[src/startup_pkg.sv]
// constants shared by the start-up sequencer
package startup_pkg;
    // ------------------------------------------------------------
    // clock and timing
    // ------------------------------------------------------------
    localparam int          CLK_HZ            = 40_000_000;
    localparam int          LOCK_WAIT_CYCLES  = 4096;
    localparam int          STRAP_SAMPLE_AT   = 4;
    localparam int          LOCK_CNT_W        = 13;

    // ------------------------------------------------------------
    // clock ratio fields and straps
    // ------------------------------------------------------------
    localparam int          MULT_W            = 7;
    localparam int          DIV_W             = 2;
    localparam int          STRAP_W           = 2;
    localparam logic [1:0]  STRAP_RATIO_LOW   = 2'h0;
    localparam logic [1:0]  STRAP_RATIO_HIGH  = 2'h1;
    localparam logic [1:0]  STRAP_RATIO_MID   = 2'h2;
    localparam logic [1:0]  STRAP_BYPASS      = 2'h3;
    localparam logic [6:0]  MULT_LOW          = 7'h04;
    localparam logic [6:0]  MULT_HIGH         = 7'h10;
    localparam logic [6:0]  MULT_MID          = 7'h08;
    localparam logic [6:0]  MULT_BYPASS       = 7'h01;
    localparam logic [1:0]  DIV_RESET         = 2'h0;
    localparam logic [6:0]  MULT_RESET        = 7'h01;

    // ------------------------------------------------------------
    // reset vector
    // ------------------------------------------------------------
    localparam int          VECTOR_W          = 24;
    localparam logic [23:0] RESET_VECTOR      = 24'h001000;

    // ------------------------------------------------------------
    // sequencer states
    // ------------------------------------------------------------
    typedef enum logic [0:0] {
        ST_LOCK_WAIT = 1'b0,
        ST_RUN       = 1'b1
    } seq_state_t;
endpackage

[src/reset_and_startup_clock_sequencer.sv]
// reset and start-up clock sequencer top level
// Functional notes
// - straps pick start-up core clock ratio
// - software may reprogram ratio after reset
// - core reset driven on reset output
// - wait 4096 input clocks for lock
// - core then fetches from reset vector
// - test reset clears test-port state
// - bus strobes three-stated only in reset
// - straps choose multiplier or direct clock
module reset_and_startup_clock_sequencer
    import startup_pkg::*;
#(
    parameter int                   LOCK_CYCLES = startup_pkg::LOCK_WAIT_CYCLES,
    parameter logic [VECTOR_W-1:0]  VECTOR      = startup_pkg::RESET_VECTOR
) (
    input  wire logic                              clk,
    input  wire logic                              reset,
    input  wire logic [startup_pkg::STRAP_W-1:0]   clock_ratio_straps,
    input  wire logic                              trst_n,
    input  wire logic                              pmc_write,
    input  wire logic [startup_pkg::MULT_W-1:0]    pmc_mult,
    input  wire logic [startup_pkg::DIV_W-1:0]     pmc_div,
    input  wire logic                              pmc_bypass,
    input  wire logic                              core_rd_n,
    input  wire logic                              core_wr_n,
    input  wire logic                              core_ale,
    output logic                                   core_reset_output,
    output logic                                   core_fetch_start,
    output logic [startup_pkg::VECTOR_W-1:0]       core_fetch_addr,
    output logic                                   core_running,
    output logic [startup_pkg::MULT_W-1:0]         pll_mult,
    output logic [startup_pkg::DIV_W-1:0]          pll_div,
    output logic                                   core_clk_from_pll,
    output logic                                   test_port_reset,
    output logic                                   rd_n_out,
    output logic                                   rd_n_oe,
    output logic                                   wr_n_out,
    output logic                                   wr_n_oe,
    output logic                                   ale_out,
    output logic                                   ale_oe
);
    import startup_pkg::*;

    // ------------------------------------------------------------
    // pin synchronisers
    // ------------------------------------------------------------
    logic [STRAP_W-1:0] straps_sync;
    logic               trst_n_sync;

    pin_sync #(.W(STRAP_W), .RESET_VAL(8'h00)) u_strap_sync (
        .clk     (clk),
        .reset   (reset),
        .pin_in  (clock_ratio_straps),
        .pin_out (straps_sync)
    );

    pin_sync #(.W(1), .RESET_VAL(8'h00)) u_trst_sync (
        .clk     (clk),
        .reset   (reset),
        .pin_in  (trst_n),
        .pin_out (trst_n_sync)
    );

    // ------------------------------------------------------------
    // lock wait and sequencing
    // ------------------------------------------------------------
    seq_state_t              state_ff;
    seq_state_t              nxt_state;
    logic [LOCK_CNT_W-1:0]   lock_cnt_ff;
    logic [LOCK_CNT_W-1:0]   nxt_lock_cnt;
    logic                    fetch_ff;
    logic                    core_rst_ff;
    logic                    strap_taken_ff;
    logic                    nxt_fetch;
    logic                    nxt_core_rst;

    wire in_wait     = (state_ff == ST_LOCK_WAIT);
    wire lock_done   = in_wait && (lock_cnt_ff == LOCK_CNT_W'(LOCK_CYCLES - 1));
    wire strap_take  = in_wait && !strap_taken_ff &&
                       (lock_cnt_ff == LOCK_CNT_W'(STRAP_SAMPLE_AT));

    always_comb begin
        nxt_state    = state_ff;
        nxt_lock_cnt = lock_cnt_ff;
        unique case (state_ff)
            ST_LOCK_WAIT: begin
                nxt_lock_cnt = lock_cnt_ff + LOCK_CNT_W'(1);
                if (lock_done) begin
                    nxt_state = ST_RUN;
                end
            end
            ST_RUN: begin
                nxt_state    = ST_RUN;
                nxt_lock_cnt = lock_cnt_ff;
            end
        endcase
    end

    assign nxt_fetch    = lock_done;
    assign nxt_core_rst = core_rst_ff && !lock_done;

    always_ff @(posedge clk or posedge reset) begin
        if (reset) begin
            state_ff    <= ST_LOCK_WAIT;
            lock_cnt_ff <= '0;
            fetch_ff    <= 1'b0;
            core_rst_ff <= 1'b1;
        end else begin
            state_ff    <= nxt_state;
            lock_cnt_ff <= nxt_lock_cnt;
            fetch_ff    <= nxt_fetch;
            core_rst_ff <= nxt_core_rst;
        end
    end

    // ------------------------------------------------------------
    // core start outputs
    // ------------------------------------------------------------
    assign core_reset_output = core_rst_ff;
    assign core_fetch_start  = fetch_ff;
    assign core_fetch_addr   = VECTOR;
    assign core_running      = (state_ff == ST_RUN);

    // ------------------------------------------------------------
    // clock ratio selection
    // ------------------------------------------------------------
    logic [MULT_W-1:0] mult_ff;
    logic [DIV_W-1:0]  div_ff;
    logic              from_pll_ff;
    logic [MULT_W-1:0] strap_mult;
    logic              strap_pll;
    logic [MULT_W-1:0] nxt_mult;
    logic [DIV_W-1:0]  nxt_div;
    logic              nxt_from_pll;
    logic              nxt_strap_taken;

    // ------------------------------------------------------------
    // strap decode
    // ------------------------------------------------------------
    wire strap_low  = (straps_sync == STRAP_RATIO_LOW);
    wire strap_high = (straps_sync == STRAP_RATIO_HIGH);
    wire strap_mid  = (straps_sync == STRAP_RATIO_MID);

    assign strap_mult = strap_low  ? MULT_LOW  :
                        strap_high ? MULT_HIGH :
                        strap_mid  ? MULT_MID  : MULT_BYPASS;
    assign strap_pll  = (straps_sync != STRAP_BYPASS);

    // ------------------------------------------------------------
    // clock ratio registers
    // ------------------------------------------------------------
    wire sw_write = pmc_write && (state_ff == ST_RUN);

    assign nxt_mult        = strap_take ? strap_mult :
                             sw_write   ? pmc_mult   : mult_ff;
    assign nxt_div         = strap_take ? DIV_RESET  :
                             sw_write   ? pmc_div    : div_ff;
    assign nxt_from_pll    = strap_take ? strap_pll  :
                             sw_write   ? !pmc_bypass : from_pll_ff;
    assign nxt_strap_taken = strap_taken_ff || strap_take;

    always_ff @(posedge clk or posedge reset) begin
        if (reset) begin
            mult_ff        <= MULT_RESET;
            div_ff         <= DIV_RESET;
            from_pll_ff    <= 1'b0;
            strap_taken_ff <= 1'b0;
        end else begin
            mult_ff        <= nxt_mult;
            div_ff         <= nxt_div;
            from_pll_ff    <= nxt_from_pll;
            strap_taken_ff <= nxt_strap_taken;
        end
    end

    assign pll_mult          = mult_ff;
    assign pll_div           = div_ff;
    assign core_clk_from_pll = from_pll_ff;

    // ------------------------------------------------------------
    // test port reset
    // ------------------------------------------------------------
    assign test_port_reset = !trst_n_sync;

    // ------------------------------------------------------------
    // external bus strobes
    // ------------------------------------------------------------
    localparam logic [2:0] STROBE_IDLE = 3'h3;

    logic [2:0] strb_in;
    logic [2:0] strb_ff;

    // bit 0 read, bit 1 write, bit 2 address latch
    assign strb_in = {core_ale, core_wr_n, core_rd_n};

    for (genvar i = 0; i < 3; i++) begin : g_strobe
        // idle level while the core is held in reset
        wire nxt_strb = core_rst_ff ? STROBE_IDLE[i] : strb_in[i];

        always_ff @(posedge clk or posedge reset) begin
            if (reset) begin
                strb_ff[i] <= STROBE_IDLE[i];
            end else begin
                strb_ff[i] <= nxt_strb;
            end
        end
    end

    assign rd_n_out = strb_ff[0];
    assign wr_n_out = strb_ff[1];
    assign ale_out  = strb_ff[2];

    // ------------------------------------------------------------
    // output enables
    // ------------------------------------------------------------
    assign rd_n_oe  = !reset;
    assign wr_n_oe  = !reset;
    assign ale_oe   = !reset;
endmodule // reset_and_startup_clock_sequencer

[src/pin_sync.sv]
// three-flop synchroniser with agreement filter for pin inputs
module pin_sync #(
    parameter int         W         = 1,
    parameter logic [7:0] RESET_VAL = 8'h00
) (
    input  wire logic         clk,
    input  wire logic         reset,
    input  wire logic [W-1:0] pin_in,
    output logic      [W-1:0] pin_out
);
    logic [W-1:0] s1_ff;
    logic [W-1:0] s2_ff;
    logic [W-1:0] s3_ff;
    logic [W-1:0] out_ff;
    logic [W-1:0] nxt_out;
    wire  [W-1:0] agree = ~(s2_ff ^ s3_ff);

    assign nxt_out = (agree & s2_ff) | (~agree & out_ff);
    assign pin_out = out_ff;

    always_ff @(posedge clk or posedge reset) begin
        if (reset) begin
            s1_ff  <= RESET_VAL[W-1:0];
            s2_ff  <= RESET_VAL[W-1:0];
            s3_ff  <= RESET_VAL[W-1:0];
            out_ff <= RESET_VAL[W-1:0];
        end else begin
            s1_ff  <= pin_in;
            s2_ff  <= s1_ff;
            s3_ff  <= s2_ff;
            out_ff <= nxt_out;
        end
    end
endmodule // pin_sync

[config.mk]
export PLATFORM = sky130hd
export DESIGN_NAME = reset_and_startup_clock_sequencer
export DESIGN_NICKNAME = d
export VERILOG_FILES = /design/src/startup_pkg.sv /design/src/reset_and_startup_clock_sequencer.sv /design/src/pin_sync.sv
export SDC_FILE = /design/constraint.sdc
export NUM_CORES = 1
export LEC_CHECK = 0
export BUFFER_PORTS_ARGS = -buffer_cell sky130_fd_sc_hd__buf_2
export CAP_MARGIN = 20
export CELL_PAD_IN_SITES_DETAIL_PLACEMENT = 0
export CELL_PAD_IN_SITES_GLOBAL_PLACEMENT = 1
export CORE_MARGIN = 4
export CORE_UTILIZATION = 30
export DETAILED_ROUTE_END_ITERATION = 7
export PLACE_DENSITY = 0.71
export SKIP_CTS_REPAIR_TIMING = 1
export SLEW_MARGIN = 20
export SYNTH_ARGS = -nofsm -noshare
export SYNTH_HDL_FRONTEND = slang
export SYNTH_SLANG_ARGS = --single-unit
[constraint.sdc]
create_clock -name clk -period 2.1 [get_ports clk]
set_input_delay 0.42 -clock clk [delete_from_list [all_inputs] [get_ports clk]]
set_output_delay 0.42 -clock clk [all_outputs]
set_load 0.005 [all_outputs]
== After elaboration in Yosys (flattened, before gate mapping) ==
Index checks and enable logic that the tools add are counted.

* Register bits: 42
* Latch bits: 0
* Memory bits (writable): 0
* ROM bits: 0
* Input port bits: 19
* Memories: 0

* Add/sub/neg operators: 1
* Multipliers: 0
* Divide/modulo/power cells: 0
* Order comparisons: 0
* Equality and inequality tests: 5
* Shift operators: 0
* Mux-type cells: 15
* Bitwise logic cells: 12
* Reductions and logical operators: 13

{| class="wikitable"
|+ Operators with widths
! kind !! number
|-
| $mux W7 || 2
|-
| $add A13 B1 Y13 const B || 1
|-
| $eq A13 B12 Y1 const B || 1
|-
| $eq A13 B3 Y1 const B || 1
|-
| $mux W13 || 1
|-
| $mux W5 || 2
|-
| $mux W1 || 6
|-
| $logic_and A1 B1 Y1 || 5
|-
| $logic_not A1 Y1 || 5
|-
| $and A2 B2 Y2 || 2
|-
| $mux W2 || 2
|-
| $mux W4 || 1
|-
| $not A2 Y2 || 2
|-
| $and A1 B1 Y1 || 2
|-
| $eq A2 B1 Y1 const B || 1
|-
| $eq A2 B2 Y1 const B || 1
|-
| $logic_not A2 Y1 || 1
|-
| $ne A2 B2 Y1 const B || 1
|-
| $not A1 Y1 || 2
|-
| $or A2 B2 Y2 || 1
|-
| $pmux W1 S2 || 1
|-
| $reduce_bool A2 Y1 || 1
|-
| $xor A2 B2 Y2 || 1
|-
| $logic_or A1 B1 Y1 || 1
|-
| other kinds (2) || 2
|}

== Logic depth before layout (Yosys ltp) ==
Gate-level depths: netlist of run 1.

* Depth in word-level cells: 5
* Mapped depth: 6
* Depth with buffers taken out: 5

== Hierarchy ==
Synthesis of run 1 repeated with hierarchy kept, for this count alone.

* Cell total of the unflattened synthesis: 169
* Area total of the unflattened synthesis: 1908.1 um2

{| class="wikitable"
|+ Modules (own cells, without submodules)
! module !! instances !! cells each !! area each (um2)
|-
| reset_and_startup_clock_sequencer || 1 || 152 || 1566.5
|-
| pin_sync at u_strap_sync || 1 || 11 || 226.5
|-
| pin_sync at u_trst_sync || 1 || 6 || 115.1
|}

== Worst setup path before layout of run 1 ==
OpenSTA, ideal clock, no wires.

* Path type: register to register
* Start: register lock_cnt_ff[0]
* End: register from_pll_ff, in the netlist core_clk_from_pll
* Setup time: 0.125 ns
* Data arrival time: 1.981 ns
* Setup slack: -0.006 ns
* Cell stages (with the launch flop): 7
* Path buffers: 1
* Period minus slack after synthesis: 2.106 ns
* Cell sequence: dfrtp_1 > inv_1 > ha_1 > or4b_4 > or4_4 > buf_6 > mux2_4

* Longest elaborated chain between the ends: 3
* Elaborated cells between the ends (all ways): 4
* Classes of those cells: eq/ne (1); mux (1); reduce/logical (2)

{| class="wikitable"
|+ RTL lines
! item !! line !! text
|-
| start: declaration || reset_and_startup_clock_sequencer.sv:70 || <nowiki>logic [LOCK_CNT_W-1:0] lock_cnt_ff;</nowiki>
|-
| start signal: assignment || reset_and_startup_clock_sequencer.sv:111 || <nowiki>lock_cnt_ff <= nxt_lock_cnt;</nowiki>
|-
| $eq A13 B3 Y1 * || reset_and_startup_clock_sequencer.sv:81 || <nowiki>(lock_cnt_ff == LOCK_CNT_W'(STRAP_SAMPLE_AT));</nowiki>
|-
| $logic_and A1 B1 Y1 * || reset_and_startup_clock_sequencer.sv:80 || <nowiki>wire strap_take = in_wait && !strap_taken_ff &&</nowiki>
|-
| $mux W1 or $reduce_bool A2 Y1 (tied branches) || -- ||
|-
| end signal: assignment || reset_and_startup_clock_sequencer.sv:172 || <nowiki>from_pll_ff <= nxt_from_pll;</nowiki>
|-
| end: declaration || reset_and_startup_clock_sequencer.sv:130 || <nowiki>logic from_pll_ff;</nowiki>
|}

Mark *: on every way between the ends. The rest lies on a longest branch, timed or not.
A chain may end at the register's enable or synchronous reset.

== Final worst setup path of run 1 ==
* Start: register lock_cnt_ff[1]
* End: register from_pll_ff, in the netlist core_clk_from_pll

The elaborated chain is that of the path after synthesis.

==> flow_summary.json, run 1 <==
{
  "yosys.area.top_type": "dfrtp_1",
  "rsz0062_at_grt": "no",
  "detail_route.wl_per_cell_um": 11.9,
  "die_area_mm2": 0.00775,
  "tritoncts": "yes",
  "htree_levels": 2,
  "synth_flop_cell": "dfrtp_1",
  "path_buf_inv": 1,
  "outcome": "completed",
  "synth_cell_types": 40,
  "grt_pass1_wl_um": 5760,
  "synth_edf_count": 0,
  "path_delay_family": "simple AND/OR/NAND/NOR gates",
  "ir_drop_mv": 0.276,
  "syn_to_final_growth_pct": 16.2,
  "antenna_cells": 0,
  "first_iter_violations": 44,
  "num_rows": 28,
  "fin_nets": 237,
  "fin_ws_ns": 0.0577,
  "clock.fmax_mhz": 490,
  "cp_slowest_stage_delay_ns": 0.58,
  "io_buffers": 38,
  "drt-pass1-iter-count": 4,
  "antenna_found_initial": 0,
  "setup-tns-final_ns": 0,
  "hold_path.class": "input pin to asynchronous set/reset pin",
  "synthesis.area_mm2": 0.00192,
  "overflow": 0,
  "min_period_over_period_pct": 97.3,
  "synth.area.top_cells": "dfrtp_1 49%, buf_4 10%, dfstp_2 5.5%",
  "gp_congestion": 0.748,
  "fp.dieW_um": 88.0,
  "grt_pass1_vias": 1217,
  "grt_max_degree": 33,
  "yosysWarningCount": 0,
  "post-synth-top-count-cell": "dfrtp_1",
  "cts_buffer_depth": 2,
  "routed_wirelength_um": 3490,
  "rrSetupSlack_ns": 0.06,
  "clkSinkCount": 42,
  "worstSetupPathType": "flip-flop to flip-flop",
  "fin_worst_skew_ns": 0.00526,
  "cts_root_buf": "clkbuf_8",
  "dpl.cell_count": 284,
  "final_cells": 292,
  "p_per_area_mw_per_mm2": 660,
  "synth.top_cell.area_share_pct": 49.5,
  "drc": 0,
  "worstPathRequired_ns": 2.28,
  "dpl_worst_slack_ns": 0.0545,
  "layout_min_cycle_time_ns": 2.04,
  "slew_violations": 0,
  "arrival_ns": 2.23,
  "detail_route.vias_per_cell": 4.34,
  "p_leak_nw": 1.11,
  "synth_area_per_cell_um2": 11.3,
  "vias": 1267,
  "synth_cells": 170,
  "hold_viol": 0,
  "dieHeight_um": 88.0,
  "synth_seq_cells": 42,
  "r2r-end": "core_clk_from_pll",
  "reg2reg_depth": 5,
  "initial_core_util_pct": 31.7,
  "fillers": 633,
  "worst_setup_path_start_kind": "flip-flop",
  "worstPathCellList": "inv_1 -> ha_1 -> or4b_4 -> or4_4 -> mux2_4",
  "hpwl_um": 2660,
  "crit_fanout": 6,
  "clk_latency_ns": 0.30,
  "grtUsageTotal_pct": 9.77,
  "yosysSeqAreaShare_pct": 54.9,
  "cp-end-kind": "flip-flop",
  "fin_hold_ws_ns": 0.0942,
  "finalSetupViolations": 0,
  "async_flop_share_pct": 100,
  "ios": 63,
  "clk_pin_slew_worst_paths_ns": 0.08,
  "r2r-start": "lock_cnt_ff[1]",
  "maxCapViolations": 0,
  "drive_above_1_share_pct": 30.9,
  "synthTopCellsByCount": "38 x dfrtp_1, 26 x buf_4, 19 x nand2_1, 8 x inv_1",
  "cts_made_buffers": 5,
  "detail-route-antenna-nets": 0,
  "core_mm2": 0.00606,
  "slowest_stage": "or4_4"
}
==> area by class of cell <==
type	count	area [um^2]	share of cell area (%)
inverter	8	30.0	1.34
sequential	42	1060	47.3
tap	75	93.8	4.20
multi-input combinational	112	701	31.4
clock buffer	6	82.6	3.70
clock inverter	2	12.5	0.560
timing repair buffer	47	258	11.5
==> metrics by stage <==
stage | power (mW) | area, um^2 | util (%)
2_1_floorplan | 0.942 | 2000 | -
3_3_place_gp | 0.951 | 2140 | 35.3
3_5_place_dp | 0.953 | 2140 | 35.3
4_1_cts | 1.50 | 2230 | 36.8
5_1_grt | 1.55 | 2230 | 36.8
6_report | 1.48 | 2230 | 36.8
==> cell families (layout without fill, tap and decap cells) <==
logic type               count (synthesis)  count (layout)  share of synthesized area [%]
multiplexers                             4               4                           2.41
other                                    2              24                          0.391
AND/OR/NAND/NOR                         51              51                           15.3
buffers and inverters                   38              63                           12.9
flip-flops                              42              42                           54.9
XOR/XNOR                                11              11                           5.01
AO/OA/AOI/OAI                           17              17                           6.18
adder cells (fa/ha/maj)                  5               5                           2.86
==> layer usage <==
metal	part of all wire, %	vias to the layer above	GRT usage, %
met3	8.1	7	2.92
met1	43	600	12.0
met5	0	-	0
met4	2.4	0	5.08
li1	-	618	-
met2	47	42	15.5
==> cell usage in the layout (no fill, tap or decap), drive strengths merged, types with 2 or more instances in the layout <==
master	count
o41ai	4
mux2i	2
xor2	4
dfrtp	38
nand3	3
xnor2	7
dfstp	4
ha	2
nor4	3
and3	2
or4	3
mux2	2
maj3	3
clkbuf	6
a21boi	2
buf	47
a21oi	7
conb	24
nor2	2
and2	3
o311ai	2
or2	2
nand2b	2
inv	8
nand4	4
nand2	19
==> tightest hold or removal path: cells and delay by family <==
| kind | cells | cell delay [ns] |
|---|---|---|
| buf+inv | 3 | 0.32 |
==> how the worst max path moves through the flow <==
stage,start,endpoint,slack [ns],cells past startpoint
after global routing,lock_cnt_ff[1],pll_mult[2],0.01,5
after floorplan,lock_cnt_ff[0],core_clk_from_pll,-0.006,6
final,lock_cnt_ff[1],core_clk_from_pll,0.06,5
after CTS,lock_cnt_ff[1],core_clk_from_pll,0.05,5
after global placement,lock_cnt_ff[1],core_clk_from_pll,0.07,5
after detailed placement,lock_cnt_ff[1],core_clk_from_pll,0.05,5
==> state kept, by name, summed over array words and instances, names as in the netlist, 2 cells and up, named ones only <==
signal              cells
pll_mult                7
lock_cnt_ff            13
u_strap_sync.s2_ff      2
pll_div                 2
u_strap_sync.s1_ff      2
u_strap_sync.s3_ff      2
==> power breakdown <==
group	switching (mW)	leakage [nW]	total, mW	internal, mW
registers	0.0128	0.515	0.848	0.835
clock network	0.276	0.0472	0.540	0.264
logic	0.0485	0.551	0.0873	0.0388
Power figures use the tool's default switching activity.
==> run 2, diff against run 1 <==
--- a/config.mk
+++ b/config.mk
@@ -10,9 +10,10 @@
 export CELL_PAD_IN_SITES_DETAIL_PLACEMENT = 0
 export CELL_PAD_IN_SITES_GLOBAL_PLACEMENT = 1
 export CORE_MARGIN = 4
-export CORE_UTILIZATION = 30
+export CORE_UTILIZATION = 34
+export CTS_CLUSTER_SIZE = 30
 export DETAILED_ROUTE_END_ITERATION = 7
-export PLACE_DENSITY = 0.71
+export PLACE_DENSITY = 0.78
 export SKIP_CTS_REPAIR_TIMING = 1
 export SLEW_MARGIN = 20
 export SYNTH_ARGS = -nofsm -noshare
==> flow_summary.json, run 2 (synthesis gave the netlist of run 1 again) <==
{
  "outcome": "completed",
  "detail_route.vias_per_cell": 4.41,
  "grt_util_met2_pct": 16.8,
  "dieHeight_um": 83.2,
  "post_dp_cell_area_mm2": 0.00213,
  "syn_to_final_growth_pct": 15.2,
  "hold_viol": 0,
  "overflow": 0,
  "use_met1_pct": 13.7,
  "dpl.cell_count": 280,
  "fin_worst_skew_ns": 0.0129,
  "gp_congestion": 0.731,
  "tritoncts": "yes",
  "cts_made_buffers": 5,
  "p_leak_nw": 1.11,
  "antenna_found_initial": 0,
  "worstPathRequired_ns": 2.28,
  "worst_setup_path_start_kind": "flip-flop",
  "clock.fmax_mhz": 484,
  "fin_hold_ws_ns": 0.0131,
  "first_iter_violations": 50,
  "vias": 1270,
  "grtUsageTotal_pct": 10.7,
  "fp.dieW_um": 83.2,
  "fillers": 559,
  "crit_fanout": 6,
  "drc": 0,
  "dpl_worst_slack_ns": 0.0484,
  "ios": 63,
  "hold_path.class": "input pin to asynchronous set/reset pin",
  "io_buffers": 38,
  "cts_buffer_depth": 2,
  "grt_max_degree": 39,
  "worstSetupPathType": "flip-flop to flip-flop",
  "detail_route.wl_per_cell_um": 12.0,
  "final_util_pct": 40.2,
  "routed_wirelength_um": 3460,
  "grt_pass1_vias": 1236,
  "die_area_mm2": 0.00692,
  "initial_core_util_pct": 34.9,
  "cp-end-kind": "flip-flop",
  "max_flop_register": "lock_cnt_ff",
  "fin_ws_ns": 0.0337,
  "cts_root_buf": "clkbuf_8",
  "htree_levels": 2,
  "grt_busiest_layer": "met2",
  "drive_above_1_share_pct": 30.6,
  "p_per_area_mw_per_mm2": 654,
  "num_rows": 27,
  "setup-tns-final_ns": 0,
  "drt-pass1-iter-count": 4,
  "core_mm2": 0.00551,
  "rsz0062_at_grt": "yes",
  "finalSetupViolations": 0,
  "grtUsageMet3_pct": 3.37,
  "clkSinkCount": 42,
  "grt_pass1_wl_um": 5990,
  "ir_drop_mv": 0.305,
  "min_period_over_period_pct": 98.4,
  "layout_min_cycle_time_ns": 2.07,
  "antenna_cells": 0,
  "final_cells": 288,
  "hpwl_um": 2570,
  "largest_register_ffs": 13,
  "power_mw": 1.45,
  "clk_latency_ns": 0.29,
  "finalInstanceArea_mm2": 0.00221,
  "slew_violations": 0,
  "maxCapViolations": 0,
  "layout_common_cells": "38 x dfrtp_1, 38 x buf_2, 24 x conb_1",
  "clk_pin_slew_worst_paths_ns": 0.08,
  "arrival_ns": 2.25,
  "detail-route-antenna-nets": 0,
  "fin_nets": 236
}
==> run 2: changes by cell type in the layout (fill, tap and decap cells not counted), sizes merged <==
cell      previous run  this run
clkbuf               6         5
clkinv               1         3
buf                 47        46
clkinvlp             1         0
==> run 2: metal layers <==
| metal | routed length (um) | share of wire (%) | vias up |
|---|---|---|---|
| met1 | 1500 | 43 | 608 |
| met2 | 1670 | 48 | 39 |
| met3 | 245 | 7.1 | 5 |
| li1 | - | - | 618 |
| met4 | 42 | 1.2 | 0 |
| met5 | 0 | 0 | - |
==> run 2: worst max-delay path, cell delays in order, from the launching register on <==
cell	delay (ns)
dfrtp_1	0.41
inv_1	0.07
ha_1	0.13
or4b_4	0.46
or4_4	0.58
mux2_4	0.31
==> run 2: where the power goes <==
part / leakage [nW] / switching (mW) / internal [mW]
Combinational: 0.543 / 0.0486 / 0.0375
Sequential: 0.515 / 0.0129 / 0.835
Clock: 0.0483 / 0.280 / 0.234
==> run 2: final timing paths <==
| check | start | endpoint | slack (ns) | depth (start not counted) |
|---|---|---|---|---|
| worst max-delay path | lock_cnt_ff[1] | core_clk_from_pll | 0.03 | 5 |
| worst min-delay path | reset | asynchronous set/reset pin | 0.01 | 2 |
| max in group asynchronous | reset | rd_n_out | 1.37 | 3 |
| worst min register to register | u_trst_sync.s1_ff | u_trst_sync.s2_ff | 0.35 | 0 |
| min in group clk | clock_ratio_straps[1] | u_strap_sync.s1_ff[1] | 0.23 | 1 |
| worst max register to register | lock_cnt_ff[1] | core_clk_from_pll | 0.03 | 5 |
==> run 2: layout make-up <==
cell class / instances / area (um^2) / share of cell area (%)
Tap cell: 72 / 90.1 / 4.07
Sequential cell: 42 / 1060 / 47.7
Inverter: 8 / 30.0 / 1.36
Timing Repair Buffer: 46 / 250 / 11.3
Multi-Input combinational cell: 112 / 701 / 31.6
Clock buffer: 5 / 68.8 / 3.11
Clock inverter: 3 / 18.8 / 0.847
==> run 3, diff against run 2 <==
--- a/config.mk
+++ b/config.mk
@@ -7,13 +7,13 @@
 export LEC_CHECK = 0
 export BUFFER_PORTS_ARGS = -buffer_cell sky130_fd_sc_hd__buf_2
 export CAP_MARGIN = 20
-export CELL_PAD_IN_SITES_DETAIL_PLACEMENT = 0
-export CELL_PAD_IN_SITES_GLOBAL_PLACEMENT = 1
-export CORE_MARGIN = 4
-export CORE_UTILIZATION = 34
+export CELL_PAD_IN_SITES_DETAIL_PLACEMENT = 1
+export CELL_PAD_IN_SITES_GLOBAL_PLACEMENT = 2
+export CORE_MARGIN = 2
+export CORE_UTILIZATION = 28
 export CTS_CLUSTER_SIZE = 30
 export DETAILED_ROUTE_END_ITERATION = 7
-export PLACE_DENSITY = 0.78
+export PLACE_DENSITY = 0.79
 export SKIP_CTS_REPAIR_TIMING = 1
 export SLEW_MARGIN = 20
 export SYNTH_ARGS = -nofsm -noshare
==> flow_summary.json, run 3 (synthesis gave the netlist of run 1 again) <==
{
  "crit_path_end": "core_clk_from_pll",
  "slew_violations": 0,
  "met1Wirelength_um": 1690,
  "dpl_worst_slack_ns": 0.0448,
  "clock.fmax_mhz": 481,
  "grtUsageTotal_pct": 10.3,
  "grt_pass1_vias": 1293,
  "power_mw": 1.46,
  "fin_nets": 240,
  "gp_congestion": 0.731,
  "fin_worst_skew_ns": 0.00636,
  "cts_made_buffers": 5,
  "setup-tns-final_ns": 0,
  "cts_root_buf": "clkbuf_8",
  "final_util_pct": 33.7,
  "fillers": 770,
  "num_rows": 30,
  "r2r-end": "core_clk_from_pll",
  "grt_pass1_wl_um": 6030,
  "first_iter_violations": 42,
  "core_mm2": 0.00672,
  "io_buffers": 38,
  "crit_fanout": 6,
  "overflow": 0,
  "drt-pass1-iter-count": 2,
  "antenna_found_initial": 0,
  "hold_path.class": "input pin to flip-flop",
  "ir_drop_mv": 0.209,
  "grt_max_degree": 40,
  "worstPathRequired_ns": 2.27,
  "maxCapViolations": 0,
  "worstSetupPathType": "flip-flop to flip-flop",
  "seq_area_mm2": 0.00106,
  "hp-start": "clock_ratio_straps[0]",
  "dieHeight_um": 86.8,
  "rrSetupSlack_ns": 0.02,
  "largest_register_ffs": 13,
  "htree_levels": 2,
  "antenna_cells": 0,
  "drive_above_1_share_pct": 31.8,
  "detail-route-antenna-nets": 0,
  "cp-startpoint": "lock_cnt_ff[1]",
  "die_area_mm2": 0.00754,
  "wl_met3_um": 181,
  "max_flop_register": "lock_cnt_ff",
  "hold_viol": 0,
  "syn_to_final_growth_pct": 18.0,
  "cp-end-kind": "flip-flop",
  "layout_common_cells": "38 x dfrtp_1, 38 x buf_2, 24 x conb_1",
  "clkSinkCount": 42,
  "cts_buffer_depth": 2,
  "r2r-start": "lock_cnt_ff[1]",
  "drc": 0,
  "routed_wirelength_um": 3690,
  "clk_pin_slew_worst_paths_ns": 0.07,
  "reg2reg_depth": 5,
  "tritoncts": "yes",
  "dr_wl_met2_um": 1790,
  "post_dp_cell_area_mm2": 0.00214,
  "p_leak_nw": 1.12,
  "ios": 63,
  "layout_min_cycle_time_ns": 2.08,
  "outcome": "completed",
  "finalSetupViolations": 0,
  "arrival_ns": 2.25,
  "finalInstanceArea_mm2": 0.00227,
  "detail_route.vias_per_cell": 4.35,
  "fp.dieW_um": 86.8,
  "rsz0062_at_grt": "yes",
  "detail_route.wl_per_cell_um": 12.3,
  "hold_depth": 1,
  "topRoutingLayerUsed": "met4",
  "clk_latency_ns": 0.29,
  "hpwl_um": 2790,
  "vias": 1304,
  "min_period_over_period_pct": 98.9,
  "worst_setup_path_start_kind": "flip-flop",
  "fin_ws_ns": 0.0225,
  "multi_input_area_um2": 703,
  "initial_core_util_pct": 28.6,
  "p_per_area_mw_per_mm2": 645
}
[run 3: per-layer routing]
metal	GRT usage, %	vias up
met1	12.9	644
met3	3.14	4
met2	16.7	34
met5	0	-
li1	-	622
met4	3.55	0
[run 3: layout make-up]
type | count | area share [%]
flip-flops and latches | 42 | 46.6
multi-input cells | 112 | 31.0
repair buffers | 50 | 12.5
well taps | 80 | 4.42
clock buffers | 6 | 3.64
inverters | 8 | 1.32
clock inverters | 2 | 0.552
[run 3: power breakdown]
group,leakage [nW],switching (mW),total (mW),internal (mW)
combinational,0.561,0.0492,0.0879,0.0388
sequential,0.515,0.0130,0.848,0.835
clock,0.0472,0.262,0.526,0.264
total,1.12,0.325,1.46,1.14
[run 3: critical path, cell delays in order (launching register included)]
cell	delay, ns
dfrtp_1	0.39
inv_1	0.07
ha_2	0.15
or4b_4	0.45
or4_4	0.60
mux2_4	0.31
[run 3: metrics by stage]
step           hold WS (ns)  instances
6_report              0.238        300
5_1_grt               0.212        300
4_1_cts            -0.00188        297
3_5_place_dp          0.318        289
3_3_place_gp          0.306        289
2_1_floorplan         0.331        192
[run 3: worst min path at each step]
stage,endpoint,slack (ns)
2_1_floorplan,u_strap_sync.s2_ff[0],0.33
3_3_place_gp,ale_out,0.31
3_5_place_dp,ale_out,0.32
4_1_cts,ale_out,-0.002
5_1_grt,u_strap_sync.s1_ff[1],0.21
6_report,u_strap_sync.s1_ff[0],0.24
